===== config.mk =====
export PLATFORM = sky130hd
export DESIGN_NAME = sfdp16_ctrl
export DESIGN_NICKNAME = d
export VERILOG_FILES = /design/src/rtl/sfdp16_pkg.sv /design/src/rtl/spi_byte_rx.sv /design/src/rtl/sfdp16_ctrl.sv
export SDC_FILE = /design/constraint.sdc
export NUM_CORES = 1
export LEC_CHECK = 0
export BUFFER_PORTS_ARGS = -buffer_cell sky130_fd_sc_hd__buf_4
export CAP_MARGIN = 5
export CELL_PAD_IN_SITES_DETAIL_PLACEMENT = 1
export CELL_PAD_IN_SITES_GLOBAL_PLACEMENT = 2
export CORE_MARGIN = 8
export CORE_UTILIZATION = 42
export DETAILED_ROUTE_END_ITERATION = 8
export PLACE_DENSITY_LB_ADDON = 0.08
export RECOVER_POWER = 25
export SETUP_SLACK_MARGIN = 0.5
export SLEW_MARGIN = 0
export SYNTH_ARGS = -nofsm -noshare
export SYNTH_HDL_FRONTEND = slang
export SYNTH_SLANG_ARGS = --single-unit

===== constraint.sdc =====
create_clock -name clk -period 3.35 [get_ports clk]
set_input_delay 0.67 -clock clk [delete_from_list [all_inputs] [get_ports clk]]
set_output_delay 0.67 -clock clk [all_outputs]
set_load 0.03 [all_outputs]

===== src/rtl/sfdp16_pkg.sv =====
// Package: constants and carrier types for the parameter dword 16 and reset / status policy block
package sfdp16_pkg;
   // Parameter table window
   localparam logic [7:0] DW16_BASE = 8'h6C;
   localparam logic [7:0] DW16_B0 = 8'hE8;
   localparam logic [7:0] DW16_B1 = 8'h30;
   localparam logic [7:0] DW16_B2 = 8'hC0;
   localparam logic [7:0] DW16_B3 = 8'h80;
   // Field positions inside the dword
   localparam int ENTER4_MSB = 31;
   localparam int ENTER4_LSB = 24;
   localparam int EXIT4_MSB = 23;
   localparam int EXIT4_LSB = 14;
   localparam int SRST_MSB = 13;
   localparam int SRST_LSB = 8;
   localparam int RFU_BIT = 7;
   localparam int SRW_MSB = 6;
   localparam int SRW_LSB = 0;
   localparam logic [7:0] ENTER4_NONE = 8'h80;
   localparam logic [9:0] EXIT4_NONE = 10'h300;
   localparam logic [5:0] SRST_SEQ = 6'h30;
   localparam logic [6:0] SRW_METHOD = 7'h68;
   // Command codes
   localparam logic [7:0] CMD_RST_EN = 8'h66;
   localparam logic [7:0] CMD_RST = 8'h99;
   localparam logic [7:0] CMD_WREN = 8'h06;
   localparam logic [7:0] CMD_VWREN = 8'h50;
   localparam logic [7:0] CMD_WRSR = 8'h01;
   localparam logic [7:0] CMD_RDSFDP = 8'h5A;
   localparam logic [7:0] CMD_RDSR = 8'h05;
   localparam logic [7:0] SR1_RESET = 8'h00;
   // Timing
   localparam int CLK_MHZ = 10;
   localparam int RST_TIME_NS = 10000;
   localparam int RST_CYCLES = (RST_TIME_NS * CLK_MHZ) / 1000;
   // Bus widths: 1, 2 or 4 data lines
   typedef enum logic [1:0] {
      WID_1 = 2'b00,
      WID_2 = 2'b01,
      WID_4 = 2'b10
   } width_t;
   // Serial pins as seen by the block
   typedef struct packed {
      logic cs_b;
      logic sck;
      logic [3:0] io;
   } pins_t;
   // Decoded byte from the deserialiser
   typedef struct packed {
      logic first;
      logic [7:0] data;
   } rx_byte_t;
endpackage : sfdp16_pkg


===== src/rtl/spi_byte_rx.sv =====
// Deserialiser: synchronises the serial pins and assembles bytes on 1, 2 or 4 lines
`timescale 1ns/10ps
module spi_byte_rx (
   input wire logic clk,
   input wire logic rst_b,
   input wire sfdp16_pkg::pins_t pins,
   input wire sfdp16_pkg::width_t width,
   output sfdp16_pkg::rx_byte_t rx,
   output logic rx_vld,
   output logic sel,
   output logic sck_fall,
   output logic frame_end
);
   import sfdp16_pkg::*;
   pins_t s1_r;
   pins_t s2_r;
   logic sck_d_r;
   logic cs_d_r;
   logic [7:0] sh_r;
   logic [3:0] cnt_r;
   logic first_r;
   logic [3:0] need;
   logic rise;
   // Two stages before any logic looks at the pins
   always_ff @(posedge clk or negedge rst_b) begin
      if (!rst_b) begin
         s1_r <= '{cs_b: 1'b1, sck: 1'b0, io: 4'h0};
         s2_r <= '{cs_b: 1'b1, sck: 1'b0, io: 4'h0};
         sck_d_r <= 1'b0;
         cs_d_r <= 1'b1;
      end else begin
         s1_r <= pins;
         s2_r <= s1_r;
         sck_d_r <= s2_r.sck;
         cs_d_r <= s2_r.cs_b;
      end
   end
   assign rise = s2_r.sck & ~sck_d_r & ~s2_r.cs_b;
   assign sck_fall = ~s2_r.sck & sck_d_r & ~s2_r.cs_b;
   assign sel = ~s2_r.cs_b;
   assign frame_end = s2_r.cs_b & ~cs_d_r;
   // Edges per byte depends on how many lines carry data
   always_comb begin
      case (width)
         WID_2: need = 4'd4;
         WID_4: need = 4'd2;
         default: need = 4'd8;
      endcase
   end
   // Shift on rising edges, restart at every deselect
   always_ff @(posedge clk or negedge rst_b) begin
      if (!rst_b) begin
         sh_r <= 8'h00;
         cnt_r <= 4'd0;
         first_r <= 1'b1;
         rx <= '0;
         rx_vld <= 1'b0;
      end else begin
         rx_vld <= 1'b0;
         if (s2_r.cs_b) begin
            cnt_r <= 4'd0;
            first_r <= 1'b1;
         end else if (rise) begin
            case (width)
               WID_2: sh_r <= {sh_r[5:0], s2_r.io[1:0]};
               WID_4: sh_r <= {sh_r[3:0], s2_r.io};
               default: sh_r <= {sh_r[6:0], s2_r.io[0]};
            endcase
            if (cnt_r == need - 4'd1) begin
               cnt_r <= 4'd0;
               rx_vld <= 1'b1;
               rx.first <= first_r;
               first_r <= 1'b0;
               case (width)
                  WID_2: rx.data <= {sh_r[5:0], s2_r.io[1:0]};
                  WID_4: rx.data <= {sh_r[3:0], s2_r.io};
                  default: rx.data <= {sh_r[6:0], s2_r.io[0]};
               endcase
            end else begin
               cnt_r <= cnt_r + 4'd1;
            end
         end
      end
   end
endmodule : spi_byte_rx


===== src/rtl/sfdp16_ctrl.sv =====
// Command decode for parameter dword 16, two-step software reset and status register 1 write paths
// Summary of operation
// - Parameter reads at 6Ch..6Fh return E8h, 30h, C0h, 80h.
// - Enter 4-byte field, bits 31:24, reads 10000000b: unsupported.
// - Exit 4-byte field, bits 23:14, reads 11_0000_0000b: unsupported.
// - Reset happens only after 66h followed by 99h.
// - Reset commands decode on one, two or four lines per mode.
// - Status 1 powers up from non-volatile copy; its non-volatile write needs 06h.
// - Command 50h enables a volatile status 1 write that overrides.
// - Bit 7 reads one; bits 6:0 read 1101000b.
// - Any command other than 66h between 66h and 99h cancels the reset request.
// - Reset takes about 10us; no command accepted meanwhile.
`timescale 1ns/10ps
module sfdp16_ctrl #(
   parameter int RST_WAIT = sfdp16_pkg::RST_CYCLES
) (
   input wire logic clk,
   input wire logic rst_b,
   input wire sfdp16_pkg::pins_t pins,
   input wire sfdp16_pkg::width_t width,
   input wire logic [7:0] sr1_nv_init,
   output logic [3:0] io_out,
   output logic [3:0] io_oe,
   output logic [7:0] sr1_r,
   output logic [7:0] sr1_nv_r,
   output logic busy_r,
   output logic sw_reset_r
);
   import sfdp16_pkg::*;
   // Dword assembled from its fields, so each field is visible
   localparam logic [31:0] DW16 = {ENTER4_NONE, EXIT4_NONE, SRST_SEQ, 1'b1, SRW_METHOD};
   typedef enum logic [2:0] {
      ST_IDLE = 3'b000,
      ST_ADDR = 3'b001,
      ST_DUMMY = 3'b010,
      ST_OUT = 3'b011,
      ST_WRSR = 3'b100,
      ST_SKIP = 3'b101
   } state_t;
   rx_byte_t rx;
   logic rx_vld;
   logic sel;
   logic sck_fall;
   logic frame_end;
   state_t st_r;
   logic [1:0] acnt_r;
   logic [7:0] addr_r;
   logic [7:0] oaddr_r;
   logic [7:0] obyte_r;
   logic [3:0] ocnt_r;
   logic [7:0] cmd_r;
   logic rst_arm_r;
   logic wren_r;
   logic vwren_r;
   logic vact_r;
   logic [7:0] sr1_v_r;
   logic [15:0] wait_r;
   logic start_rst;
   logic cmd_take;
   logic loaded_r;
   spi_byte_rx u_rx (
      .clk(clk),
      .rst_b(rst_b),
      .pins(pins),
      .width(width),
      .rx(rx),
      .rx_vld(rx_vld),
      .sel(sel),
      .sck_fall(sck_fall),
      .frame_end(frame_end)
   );
   // Opcode bytes are only taken while not busy with reset
   assign cmd_take = rx_vld & rx.first & ~busy_r;
   assign start_rst = frame_end & rst_arm_r & (cmd_r == CMD_RST);
   // Parameter byte lookup, outside the window reads as erased
   function automatic logic [7:0] param_byte(input logic [7:0] a);
      case (a)
         DW16_BASE: param_byte = DW16[7:0];
         DW16_BASE + 8'd1: param_byte = DW16[15:8];
         DW16_BASE + 8'd2: param_byte = DW16[23:16];
         DW16_BASE + 8'd3: param_byte = DW16[31:24];
         default: param_byte = 8'hFF;
      endcase
   endfunction : param_byte
   // ==========================================
   // Command sequencer
   always_ff @(posedge clk or negedge rst_b) begin
      if (!rst_b) begin
         st_r <= ST_IDLE;
         acnt_r <= 2'd0;
         addr_r <= 8'h00;
         cmd_r <= 8'h00;
      end else if (!sel || busy_r) begin
         st_r <= ST_IDLE;
         acnt_r <= 2'd0;
      end else if (rx_vld) begin
         case (st_r)
            ST_IDLE: begin
               if (cmd_take) begin
                  cmd_r <= rx.data;
                  if (rx.data == CMD_RDSFDP) begin
                     st_r <= ST_ADDR;
                  end else if (rx.data == CMD_WRSR) begin
                     st_r <= ST_WRSR;
                  end else begin
                     st_r <= ST_SKIP;
                  end
               end
            end
            ST_ADDR: begin
               acnt_r <= acnt_r + 2'd1;
               if (acnt_r == 2'd2) begin
                  addr_r <= rx.data;
                  st_r <= ST_DUMMY;
               end
            end
            ST_DUMMY: st_r <= ST_OUT;
            default: st_r <= st_r;
         endcase
      end
   end
   // ==========================================
   // Serial output of the parameter bytes on IO1, changed on falling edges
   always_ff @(posedge clk or negedge rst_b) begin
      if (!rst_b) begin
         io_out <= 4'h0;
         io_oe <= 4'h0;
         obyte_r <= 8'h00;
         ocnt_r <= 4'd0;
         oaddr_r <= 8'h00;
      end else if (st_r != ST_OUT || !sel) begin
         // Own copy of the address so the sequencer stays its only writer
         io_oe <= 4'h0;
         ocnt_r <= 4'd0;
         oaddr_r <= addr_r;
         obyte_r <= param_byte(addr_r);
      end else if (sck_fall) begin
         io_oe <= 4'b0010;
         io_out <= {2'b00, obyte_r[7], 1'b0};
         if (ocnt_r == 4'd7) begin
            ocnt_r <= 4'd0;
            oaddr_r <= oaddr_r + 8'd1;
            obyte_r <= param_byte(oaddr_r + 8'd1);
         end else begin
            ocnt_r <= ocnt_r + 4'd1;
            obyte_r <= {obyte_r[6:0], 1'b0};
         end
      end
   end
   // ==========================================
   // Reset arming: only a 66h frame directly before 99h arms it
   always_ff @(posedge clk or negedge rst_b) begin
      if (!rst_b) begin
         rst_arm_r <= 1'b0;
      end else if (busy_r) begin
         rst_arm_r <= 1'b0;
      end else if (cmd_take) begin
         if (rx.data == CMD_RST_EN) begin
            rst_arm_r <= 1'b1;
         end else if (rx.data != CMD_RST) begin
            rst_arm_r <= 1'b0;
         end
      end else if (frame_end && cmd_r == CMD_RST) begin
         rst_arm_r <= 1'b0;
      end
   end
   // Reset period counter; the count is a parameter so sims can shorten it
   always_ff @(posedge clk or negedge rst_b) begin
      if (!rst_b) begin
         busy_r <= 1'b0;
         sw_reset_r <= 1'b0;
         wait_r <= 16'd0;
      end else if (start_rst) begin
         busy_r <= 1'b1;
         sw_reset_r <= 1'b1;
         wait_r <= 16'(RST_WAIT - 1);
      end else if (busy_r) begin
         sw_reset_r <= 1'b0;
         if (wait_r == 16'd0) begin
            busy_r <= 1'b0;
         end else begin
            wait_r <= wait_r - 16'd1;
         end
      end
   end
   // ==========================================
   // Status register 1: non-volatile copy loaded after reset release
   always_ff @(posedge clk or negedge rst_b) begin
      if (!rst_b) begin
         wren_r <= 1'b0;
         vwren_r <= 1'b0;
         vact_r <= 1'b0;
         sr1_nv_r <= SR1_RESET;
         sr1_v_r <= SR1_RESET;
         sr1_r <= SR1_RESET;
      end else if (!loaded_r) begin
         // Power-up: the non-volatile copy and sr1_r take the stored non-volatile value; sr1_v_r keeps SR1_RESET
         sr1_nv_r <= sr1_nv_init;
         sr1_r <= sr1_nv_init;
      end else if (sw_reset_r) begin
         wren_r <= 1'b0;
         vwren_r <= 1'b0;
         vact_r <= 1'b0;
         sr1_r <= sr1_nv_r;
      end else begin
         if (cmd_take && rx.data == CMD_WREN) begin
            wren_r <= 1'b1;
         end
         if (cmd_take && rx.data == CMD_VWREN) begin
            vwren_r <= 1'b1;
         end
         if (st_r == ST_WRSR && rx_vld) begin
            if (vwren_r) begin
               sr1_v_r <= rx.data;
               vact_r <= 1'b1;
               vwren_r <= 1'b0;
            end else if (wren_r) begin
               sr1_nv_r <= rx.data;
               wren_r <= 1'b0;
            end
         end
         sr1_r <= vact_r ? sr1_v_r : sr1_nv_r;
      end
   end
   // Strap sampled once per power-up at the first clock after release
   always_ff @(posedge clk or negedge rst_b) begin
      if (!rst_b) begin
         loaded_r <= 1'b0;
      end else begin
         loaded_r <= 1'b1;
      end
   end
   // ==========================================
   // Checks
   property p_reset_pair;
      @(posedge clk) disable iff (!rst_b)
      start_rst |-> ##1 busy_r && sw_reset_r;
   endproperty
   a_reset_pair: assert property (p_reset_pair) else $error("reset pair not honoured");
   property p_no_lone_reset;
      @(posedge clk) disable iff (!rst_b)
      (frame_end && !rst_arm_r) |=> !sw_reset_r;
   endproperty
   a_no_lone_reset: assert property (p_no_lone_reset) else $error("lone reset acted");
   property p_busy_block;
      @(posedge clk) disable iff (!rst_b)
      (busy_r && rx_vld && rx.first) |=> st_r == ST_IDLE && !wren_r && !vwren_r && !rst_arm_r;
   endproperty
   a_busy_block: assert property (p_busy_block) else $error("command taken while resetting");
   property p_cancel;
      @(posedge clk) disable iff (!rst_b)
      (cmd_take && rx.data != CMD_RST_EN && rx.data != CMD_RST) |=> !rst_arm_r;
   endproperty
   a_cancel: assert property (p_cancel) else $error("reset arm not cancelled");
   property p_dword;
      @(posedge clk) disable iff (!rst_b)
      (st_r == ST_OUT && sel && sck_fall && ocnt_r == 4'd7 && oaddr_r == DW16_BASE - 8'd1) |=> obyte_r == 8'hE8;
   endproperty
   a_dword: assert property (p_dword) else $error("parameter bytes wrong");
   property p_fields;
      @(posedge clk) disable iff (!rst_b)
      (st_r == ST_OUT && sel && sck_fall && ocnt_r == 4'd7 && oaddr_r == DW16_BASE + 8'd2) |=> obyte_r == 8'h80;
   endproperty
   a_fields: assert property (p_fields) else $error("dword fields wrong");
   property p_nv_wren;
      @(posedge clk) disable iff (!rst_b)
      (loaded_r && !wren_r && !sw_reset_r) |=> sr1_nv_r == $past(sr1_nv_r);
   endproperty
   a_nv_wren: assert property (p_nv_wren) else $error("nv write without enable");
   property p_vol_override;
      @(posedge clk) disable iff (!rst_b)
      (vact_r && !sw_reset_r) |=> sr1_r == $past(sr1_v_r);
   endproperty
   a_vol_override: assert property (p_vol_override) else $error("volatile copy not in use");
   property p_busy_len;
      @(posedge clk) disable iff (!rst_b)
      $rose(busy_r) |-> busy_r [*8];
   endproperty
   a_busy_len: assert property (p_busy_len) else $error("reset period too short");
endmodule : sfdp16_ctrl


==> results.txt, run 1 <==
Setup repair after global routing left no endpoint under its margin. The wire length after detailed routing came out at 14,000 um. The most numerous cell type found on the critical path is sky130_fd_sc_hd__nor2_1.

The area of all sequential standard cells came out at 3160 um^2. The top achievable clock speed came out at 0.419 GHz. The synthesized-area fraction occupied by ao, oa, aoi and oai cells is 12.1%. The worst setup path is captured at a flop. Multiplexer cells account for 6.83% of the synthesized area. The post-synthesis to final-layout area growth is 17.7%. The cell area power density is 539 nW/um^2. On the final layout, the worst clock skew is 0.00866 ns. The overall track demand over capacity in global routing is 16.8%.

The number of pins exceeding their max-slew limit in the final report is 0. The initial standard-cell utilization of the core is 42.8%. In this run the worst hold path is classified as input pin to async pin. The most used flip-flop cell after synthesis is sky130_fd_sc_hd__dfrtp_1. Cells fill 50.4% of the core in the end.

The number of vias in the routed layout came out at 4,425. The first-pass iteration count of the detailed router is 4. Entering global routing, the biggest net connects 76 pins.

VDD sags by at most 0.385 mV. The aggregate global routing overflow is 0. In this run the cell area measured after placement is 6360 um^2. Row generation in the floorplan step produced 43 rows.

The largest incremental delay on the critical path is 0.66 ns. The critical path required time is 3.62 ns. TritonCTS built the clock tree. The number of enable-type register cells in the synthesized netlist came out at 0.

By startpoint and endpoint, the worst setup path is classified as flop to flop. The number of buffers on the longest clock path is 2. The register bit count reported by yosys came out at 126. CTS placed an instance of sky130_fd_sc_hd__clkbuf_16 at the clock tree root. In this run the mean area of a mapped cell was 10.2 um^2. The share of synthesized area occupied by flip-flops and latches came out at 53.4%. The smallest clock period supported by the final layout is computed as 2.39 ns. Before CTS, the worst setup slack after placement is 0.743 ns. The worst slack on hold paths came out at 0.277 ns. The post-route DRC violation count came out at 0. Max-cap violations in this run came to 0. The horizontal extent of the die is 135 um.

Across all register-to-register paths, the minimum setup slack is 0.96 ns. The CTS sink count came out at 126. The H-tree was split into 4 levels. The number of primary I/O pins came out at 44. The transition time of the tightest slew-check pin came out at 0.817 ns.

Yosys printed 0 warnings. The post-synthesis instance total is 580. Traced cell by cell, the critical path runs through or4b_2 -> nor2_1 -> nor4b_1 -> xnor2_1 -> nor2_1. The antenna diode count came out at 0. The buffer count from post-CTS setup fixing is 0. The maximum fanout count along the critical path came out at 13. Hold repair after CTS inserted 0 buffers. The CTS buffer count came out at 17. The post-synthesis share of cell area spent on and, or, nand and nor gates came out at 18.1%. The relative contribution of combinational cells to total power came out at 6.2%.

For the worst flop-to-flop path, the logic depth is 5. The post-detailed-placement half-perimeter wirelength is 9540 um. The share of layout cells above drive strength 1 came out at 17.7%. The main combinational cell family by area after synthesis is simple AND/OR/NAND/NOR gates. The sum of negative setup slack is 0 ns. Fill cells in the final layout number 1,516. Of the total synthesized cell area, the portion taken by full adders, half adders and majority gates is 2.33%. The latest clock arrival within the worst-skew pair came out at 0.41 ns. The area used by multi-input combinational logic is 2580 um^2.

The number of unique standard cell types used by synthesis came out at 57. After clock tree synthesis, the clock-pin slew on the worst setup and hold paths is 0.06 ns. The initial antenna violation count is 0. The run finished with clean final reports. In this run the vertical extent of the chip is 135 um.

The post-route clock period utilization is 71.3%. The internal power came out at 0.00286 W. The static leakage is 3.12 nW.

The final design area excluding fillers is 6970 um^2. The number of nets at the end of the flow came out at 642. The switching power is 0.000897 W. In the routed layout, each cell is associated on average with a via count of 5.49. The total die area came out at 18,100 um^2. Once the clock tree was built, the resizer swapped 0 gates to a different size. The xor/xnor cell area share of the yosys netlist is 3.70%. The async set-or-reset flop fraction in the synthesized netlist came out at 100%. The relative contribution of sequential cells to total power is 43.7%. The count of antenna-violating nets left after detailed routing came out at 0. The number of hold-slack violations in the final timing report is 0. The number of global-route vias before repair is 4,714. During placement, the flow inserted port buffers numbering 37. The largest individual stage delay along the critical path comes from the cell sky130_fd_sc_hd__or4b_2. STA classifies the critical path startpoint as a flop. The worst-case headroom to the max-slew limit came out at 45.4%. The mapped netlist covers 5920 um^2. The clock network power share is 50.1%. The global-route wire length before repair came out at 24,300 um. Data arrives at the worst endpoint at 2.66 ns. The core footprint is 13,800 um^2. Across all setup checks in the final design, the least slack found is 0.963 ns. The final count of negative-setup-slack endpoints is 0. The switching fraction of total power came out at 23.9%. The final routed wire length divided by cell count came out at 17.3 um.

The violation count after the first detailed-route iteration is 264. The weighted congestion reported at the end of routability-driven placement came out at 0.785.
-- power by group through the flow --
stage	registers [W]	clock network (W)	logic (W)
2_1_floorplan	0.00167	0	0.000111
6_report	0.00164	0.00188	0.000232
5_1_grt	0.00165	0.00200	0.000261
3_5_place_dp	0.00167	0	0.000238
3_3_place_gp	0.00166	0	0.000231
4_1_cts	0.00164	0.00193	0.000240
-- placed cells by master, fill, tap and decap left out, types with 7 or more instances in the layout --
master	Yosys	final
sky130_fd_sc_hd__nand3_1	12	12
sky130_fd_sc_hd__nand4_1	9	9
sky130_fd_sc_hd__buf_4	6	37
sky130_fd_sc_hd__dfrtp_1	122	122
sky130_fd_sc_hd__mux2i_1	10	10
sky130_fd_sc_hd__nand2_1	71	71
sky130_fd_sc_hd__inv_1	13	13
sky130_fd_sc_hd__ha_1	11	11
sky130_fd_sc_hd__clkbuf_16	0	17
sky130_fd_sc_hd__a21oi_1	33	33
sky130_fd_sc_hd__xnor2_1	10	10
sky130_fd_sc_hd__nor3_1	13	13
sky130_fd_sc_hd__a22oi_1	8	8
sky130_fd_sc_hd__conb_1	2	7
sky130_fd_sc_hd__nor2_1	53	53
sky130_fd_sc_hd__o21ai_0	33	33
sky130_fd_sc_hd__a31oi_1	17	17
sky130_fd_sc_hd__mux2_2	27	27
sky130_fd_sc_hd__xor2_1	15	15
-- worst paths after layout --
check,start,endpoint
hold / removal,rst_b,obyte_r[0]
hold reg to reg,u_rx.s1_r[3],u_rx.s2_r[3]
max in group asynchronous,rst_b,wait_r[13]
min in group clk,u_rx.s1_r[3],u_rx.s2_r[3]
setup reg to reg,busy_r,wait_r[13]
setup / recovery,busy_r,wait_r[13]
-- critical path, delay by kind of cell (launching register included) --
family        cells  cell delay (ns)
flops             1             0.63
xor+xnor          1             0.16
simple gates      4             1.45
-- final cells by class --
type / count / area share (%)
Sequential cell: 126 / 45.3
Clock buffer: 20 / 6.41
Clock inverter: 12 / 2.32
Timing Repair Buffer: 45 / 4.98
Tap cell: 180 / 3.23
Inverter: 13 / 0.701
Multi-Input combinational cell: 410 / 37.0
-- synthesized netlist by cell type (all sizes together) (3+ instances only) --
cell type	n	area, um^2
dfrtp	122	3050
nand2	71	267
nor2	54	205
a21oi	33	165
o21ai	33	165
mux2	27	304
clkbuf	26	97.6
a31oi	17	106
xor2	15	131
inv	13	48.8
nor3	13	65.1
nand3	12	60.1
ha	11	138
buf	10	61.3
mux2i	10	100
xnor2	10	87.6
nand4	9	56.3
a22oi	8	60.1
nand2b	6	37.5
nor4	6	37.5
o22a	6	52.6
and2	5	31.3
and3	5	31.3
dfstp	4	105
nor2b	4	25.0
nor3b	4	30.0
nor4bb	4	40.0
or3	4	25.0
nand3b	3	22.5
nand4b	3	26.3
nor4b	3	26.3
or4	3	26.3
-- sequential cells by signal, summed over array words and instances (netlist names), 6 cells and up --
register   flops
sr1_r          8
sr1_nv_r       8
u_rx.sh_r      7
oaddr_r        8
u_rx.s2_r      6
wait_r        16
addr_r         8
obyte_r        8
sr1_v_r        8
cmd_r          8
u_rx.rx        9
u_rx.s1_r      6
-- cell families after synthesis --
group | count (synthesis)
AO/OA/AOI/OAI | 115
XOR/XNOR | 25
adder cells (fa/ha/maj) | 11
buffers and inverters | 49
flip-flops | 126
multiplexers | 37
other | 2
AND/OR/NAND/NOR | 215
-- through the flow --
step / cells / total power (W)
6_report: 806 / 0.00375
3_3_place_gp: 774 / 0.00190
5_1_grt: 806 / 0.00390
3_5_place_dp: 774 / 0.00190
2_1_floorplan: 585 / 0.00178
4_1_cts: 806 / 0.00381
-- per-layer routing --
layer	wire, um	vias to the layer above	GRT usage, %
met4	61	0	5.43
met1	6660	2254	21.7
li1	-	2108	-
met3	414	4	4.53
met2	6850	59	26.6
met5	0	-	0
Power figures use the tool's default switching activity.
==> run 2: changes to the inputs <==
ABC_AREA = 1   (was unset)
CORE_UTILIZATION = 33   (was 42)
clock period = 2.08 ns   (was 3.35 ns; I/O delays follow)
==> results.txt, run 2 <==
Setup violations remaining at the end of the flow were counted as 0. The largest registers in the layout are wait_r: 16 flops, u_rx.rx: 9 flops. The top cell type by area accounts for 49.0% of the synthesized area. The worst hold path belongs to the class input pin to flop. Routability-driven placement finished with a final weighted congestion of 0.783. The total die area is 23,500 um^2. The register bit count reported by yosys came out at 126. The antenna diode count came out at 0. In the final timing run, aggregate negative setup slack is 0 ns. The run finished with clean final reports. The count of antenna-violating nets left after detailed routing came out at 0. The aggregate global routing overflow came out at 0.

The core footprint came out at 18,600 um^2. Derived from the worst setup path, the maximum achievable clock frequency is 0.574 GHz. By area the synthesized netlist is led by sky130_fd_sc_hd__dfrtp_1 49%, sky130_fd_sc_hd__nand2_1 9.4%, sky130_fd_sc_hd__o21ai_0 6.3%, sky130_fd_sc_hd__inv_1 6.0%, sky130_fd_sc_hd__nor2_1 4.5%. Leaving out fill and tap cells, the most frequent cells in the layout are 124 x sky130_fd_sc_hd__nand2_1, 117 x sky130_fd_sc_hd__dfrtp_1, 87 x sky130_fd_sc_hd__inv_1, 69 x sky130_fd_sc_hd__buf_4, 54 x sky130_fd_sc_hd__nor2_1. The post-route clock period utilization came out at 83.8%.

The final layout contains routed wiring with a total length of 18,600 um. The initial antenna violation count is 0. The maximum level of the CTS H-tree came out at 4.

The initial standard-cell utilization of the core came out at 33.4%. The worst setup path is launched from a flop. The number of hold-slack violations in the final timing report came to 0. The number of pins exceeding their max-slew limit in the final report came out at 0. The post-synthesis instance total is 738.

For this design the top-level I/O count stands at 44. For this design the static power due to leakage is 4.03 nW. The number of I/O port buffers is 37. The number of global-route vias before repair came out at 5,655. The register with the most flip-flops in the final layout is wait_r. Leaving out fill and tap cells, the most frequent cell in the layout is sky130_fd_sc_hd__nand2_1. The cell type with the largest total area after synthesis is sky130_fd_sc_hd__dfrtp_1. The data arrival at the endpoint of the critical path is 2.04 ns.

sky130_fd_sc_hd__nand2_1 is the most common cell in the netlist. The power consumption is 0.00646 W. Dividing the detail-routed wire length by the instance count gives 17.1 um. The shortest period the worst path allows came out at 1.74 ns. The max-cap violation count is 0.

The CTS sink count came out at 126. The pin count of the biggest net entering global routing came out at 57. The nature of the critical path endpoint is a flop.

The global-route wire length before repair came out at 29,400 um. By count the netlist is led by 156 x sky130_fd_sc_hd__nand2_1, 122 x sky130_fd_sc_hd__dfrtp_1, 99 x sky130_fd_sc_hd__inv_1, 78 x sky130_fd_sc_hd__o21ai_0, 74 x sky130_fd_sc_hd__nor2_1. The latest clock arrival within the worst-skew pair came out at 0.41 ns. The worst-case headroom to the max-slew limit came out at 61.1%.

The tree is rooted in a sky130_fd_sc_hd__clkbuf_16. For this run, the number of Yosys warnings is 0. The number of buffers on the longest clock path is 2.

The CTS tree is done. The area growth from synthesis to layout is 36.0%. The number of unique standard cell types used by synthesis is 41. Of the cells placed in the final design, the portion with a size suffix greater than 1 is 31.5%.

The start-to-end type of the worst setup path is flop to flop. The critical path required time came out at 2.38 ns. The number of vias in the routed layout is 5,420. The post-synthesis instance area is 6230 um^2. The first-pass iteration count of the detailed router is 4. Averaged over all synthesized cells, the footprint is 8.44 um^2.

Across the VDD grid, the largest voltage drop is 0.538 mV. The total number of placement rows came out at 50. The number of flip-flops in the largest register came out at 16. Sequential cells were found to cover 50.7% of the synthesized design area. The maximum fanout count along the critical path is 4. The async set-or-reset flop fraction in the synthesized netlist is 100%. The number of enable-type register cells in the synthesized netlist is 0. The horizontal extent of the die came out at 153 um.

The die height came out at 153 um. Clock-pin slew was measured on the worst setup and hold paths at 0.06 ns. The transition time of the tightest slew-check pin came out at 0.584 ns.

The most used flip-flop cell after synthesis is sky130_fd_sc_hd__dfrtp_1. The post-detailed-placement half-perimeter wirelength is 12,500 um. The post-route DRC violation count came out at 0. The cell area power density is 762 nW/um^2. Setup repair after global routing could not meet its margin everywhere. The CTS buffer count came out at 17.

The detailed-route vias per instance came out at 4.98. The violation count after the first detailed-route iteration is 225. The clock arrives with 0.0102 ns of skew. In the global route stage, overall resource usage came out at 15.3%. The number of nets at the end of the flow came out at 871.
==> run 2: changes by cell type in the layout (fill, tap and decap cells not counted), moves of 14 or more <==
cell / previous run / this run
sky130_fd_sc_hd__a21oi_1: 33 / 17
sky130_fd_sc_hd__nand2_1: 71 / 124
sky130_fd_sc_hd__nand3_1: 12 / 27
sky130_fd_sc_hd__a31oi_1: 17 / 3
sky130_fd_sc_hd__o21ai_0: 33 / 51
sky130_fd_sc_hd__mux2_2: 27 / 1
sky130_fd_sc_hd__inv_1: 13 / 87
sky130_fd_sc_hd__nor2_4: 0 / 14
sky130_fd_sc_hd__nand2_2: 0 / 30
sky130_fd_sc_hd__o21ai_1: 0 / 24
sky130_fd_sc_hd__buf_4: 37 / 69
==> run 2: cells by family (layout without fill, tap and decap cells) <==
logic type	after synthesis	count (layout)	synth area share (%)
AND/OR/NAND/NOR	296	298	20.4
XOR/XNOR	19	19	2.67
AO/OA/AOI/OAI	154	154	14.7
buffers and inverters	126	236	8.56
other	2	7	0.121
multiplexers	4	4	0.663
adder cells (fa/ha/maj)	11	11	2.21
flip-flops	126	126	50.7
==> run 2: where the power goes <==
group          switching, W  total (W)  leakage (nW)  internal (W)
clock               0.00111    0.00318         0.297       0.00207
combinational      0.000403   0.000606          2.11      0.000203
sequential         0.000105    0.00267          1.62       0.00257
total               0.00162    0.00646          4.03       0.00484
==> run 2: worst paths after layout <==
check                              from            to  slack, ns  depth (start not counted)
max reg2reg                  oaddr_r[1]    obyte_r[1]       0.34                         11
max in group asynchronous         rst_b     ocnt_r[1]       0.86                          3
max                          oaddr_r[1]    obyte_r[1]       0.34                         11
min reg2reg                u_rx.s1_r[0]  u_rx.s2_r[0]       0.35                          0
min in group asynchronous         rst_b     io_out[1]       0.54                          2
min                             pins[5]  u_rx.s1_r[5]       0.11                          1
==> run 2: worst max-delay path: stages (launching register included) <==
cell	delay, ns
sky130_fd_sc_hd__dfrtp_1	0.41
sky130_fd_sc_hd__buf_4	0.16
sky130_fd_sc_hd__nand3_2	0.12
sky130_fd_sc_hd__nand2_1	0.09
sky130_fd_sc_hd__nand2_2	0.09
sky130_fd_sc_hd__nand3_2	0.09
sky130_fd_sc_hd__nor2_4	0.15
sky130_fd_sc_hd__o211ai_1	0.17
sky130_fd_sc_hd__nand3_1	0.14
sky130_fd_sc_hd__nand2_2	0.07
sky130_fd_sc_hd__nand2_2	0.09
sky130_fd_sc_hd__nand2_1	0.05
==> run 2: layout make-up <==
| type | count | area, um^2 |
|---|---|---|
| clock buffers | 22 | 464 |
| fillers | 2166 | 10200 |
| flip-flops and latches | 126 | 3160 |
| inverters | 105 | 417 |
| multi-input cells | 493 | 3090 |
| well taps | 234 | 293 |
| clock inverters | 10 | 161 |
| repair buffers | 97 | 862 |
| repair inverters | 2 | 18.8 |
==> run 2: metal layers <==
layer / global-route usage [%] / routed length, um / up-vias
met5: 0 / 0 / -
met1: 19.3 / 8580 / 2709
met3: 3.33 / 549 / 18
li1: - / - / 2615
met4: 4.57 / 203 / 0
met2: 25.9 / 9250 / 78
==> run 2: timing repair <==
item                                    CTS  global route
hold buffers                              1             0
endpoints found under the setup margin   80            85
endpoints found under the hold margin    12             0
pin swaps                                19            34
gates cloned                              2             4
buffers inserted                         10            23
gates resized for setup                  70           123
==> run 2: stage by stage <==
step           cells  hold WS, ns  setup slack (ns)  utilization (%)  instance area [um^2]
2_1_floorplan    743        0.120             0.351                -                  6300
3_3_place_gp    1017        0.335             0.219             37.1                  6910
3_5_place_dp    1017        0.336             0.152             37.1                  6910
4_1_cts         1062       0.0883             0.371             42.2                  7870
5_1_grt         1089       0.0912             0.225             45.5                  8470
6_report        1089        0.111             0.338             45.5                  8470
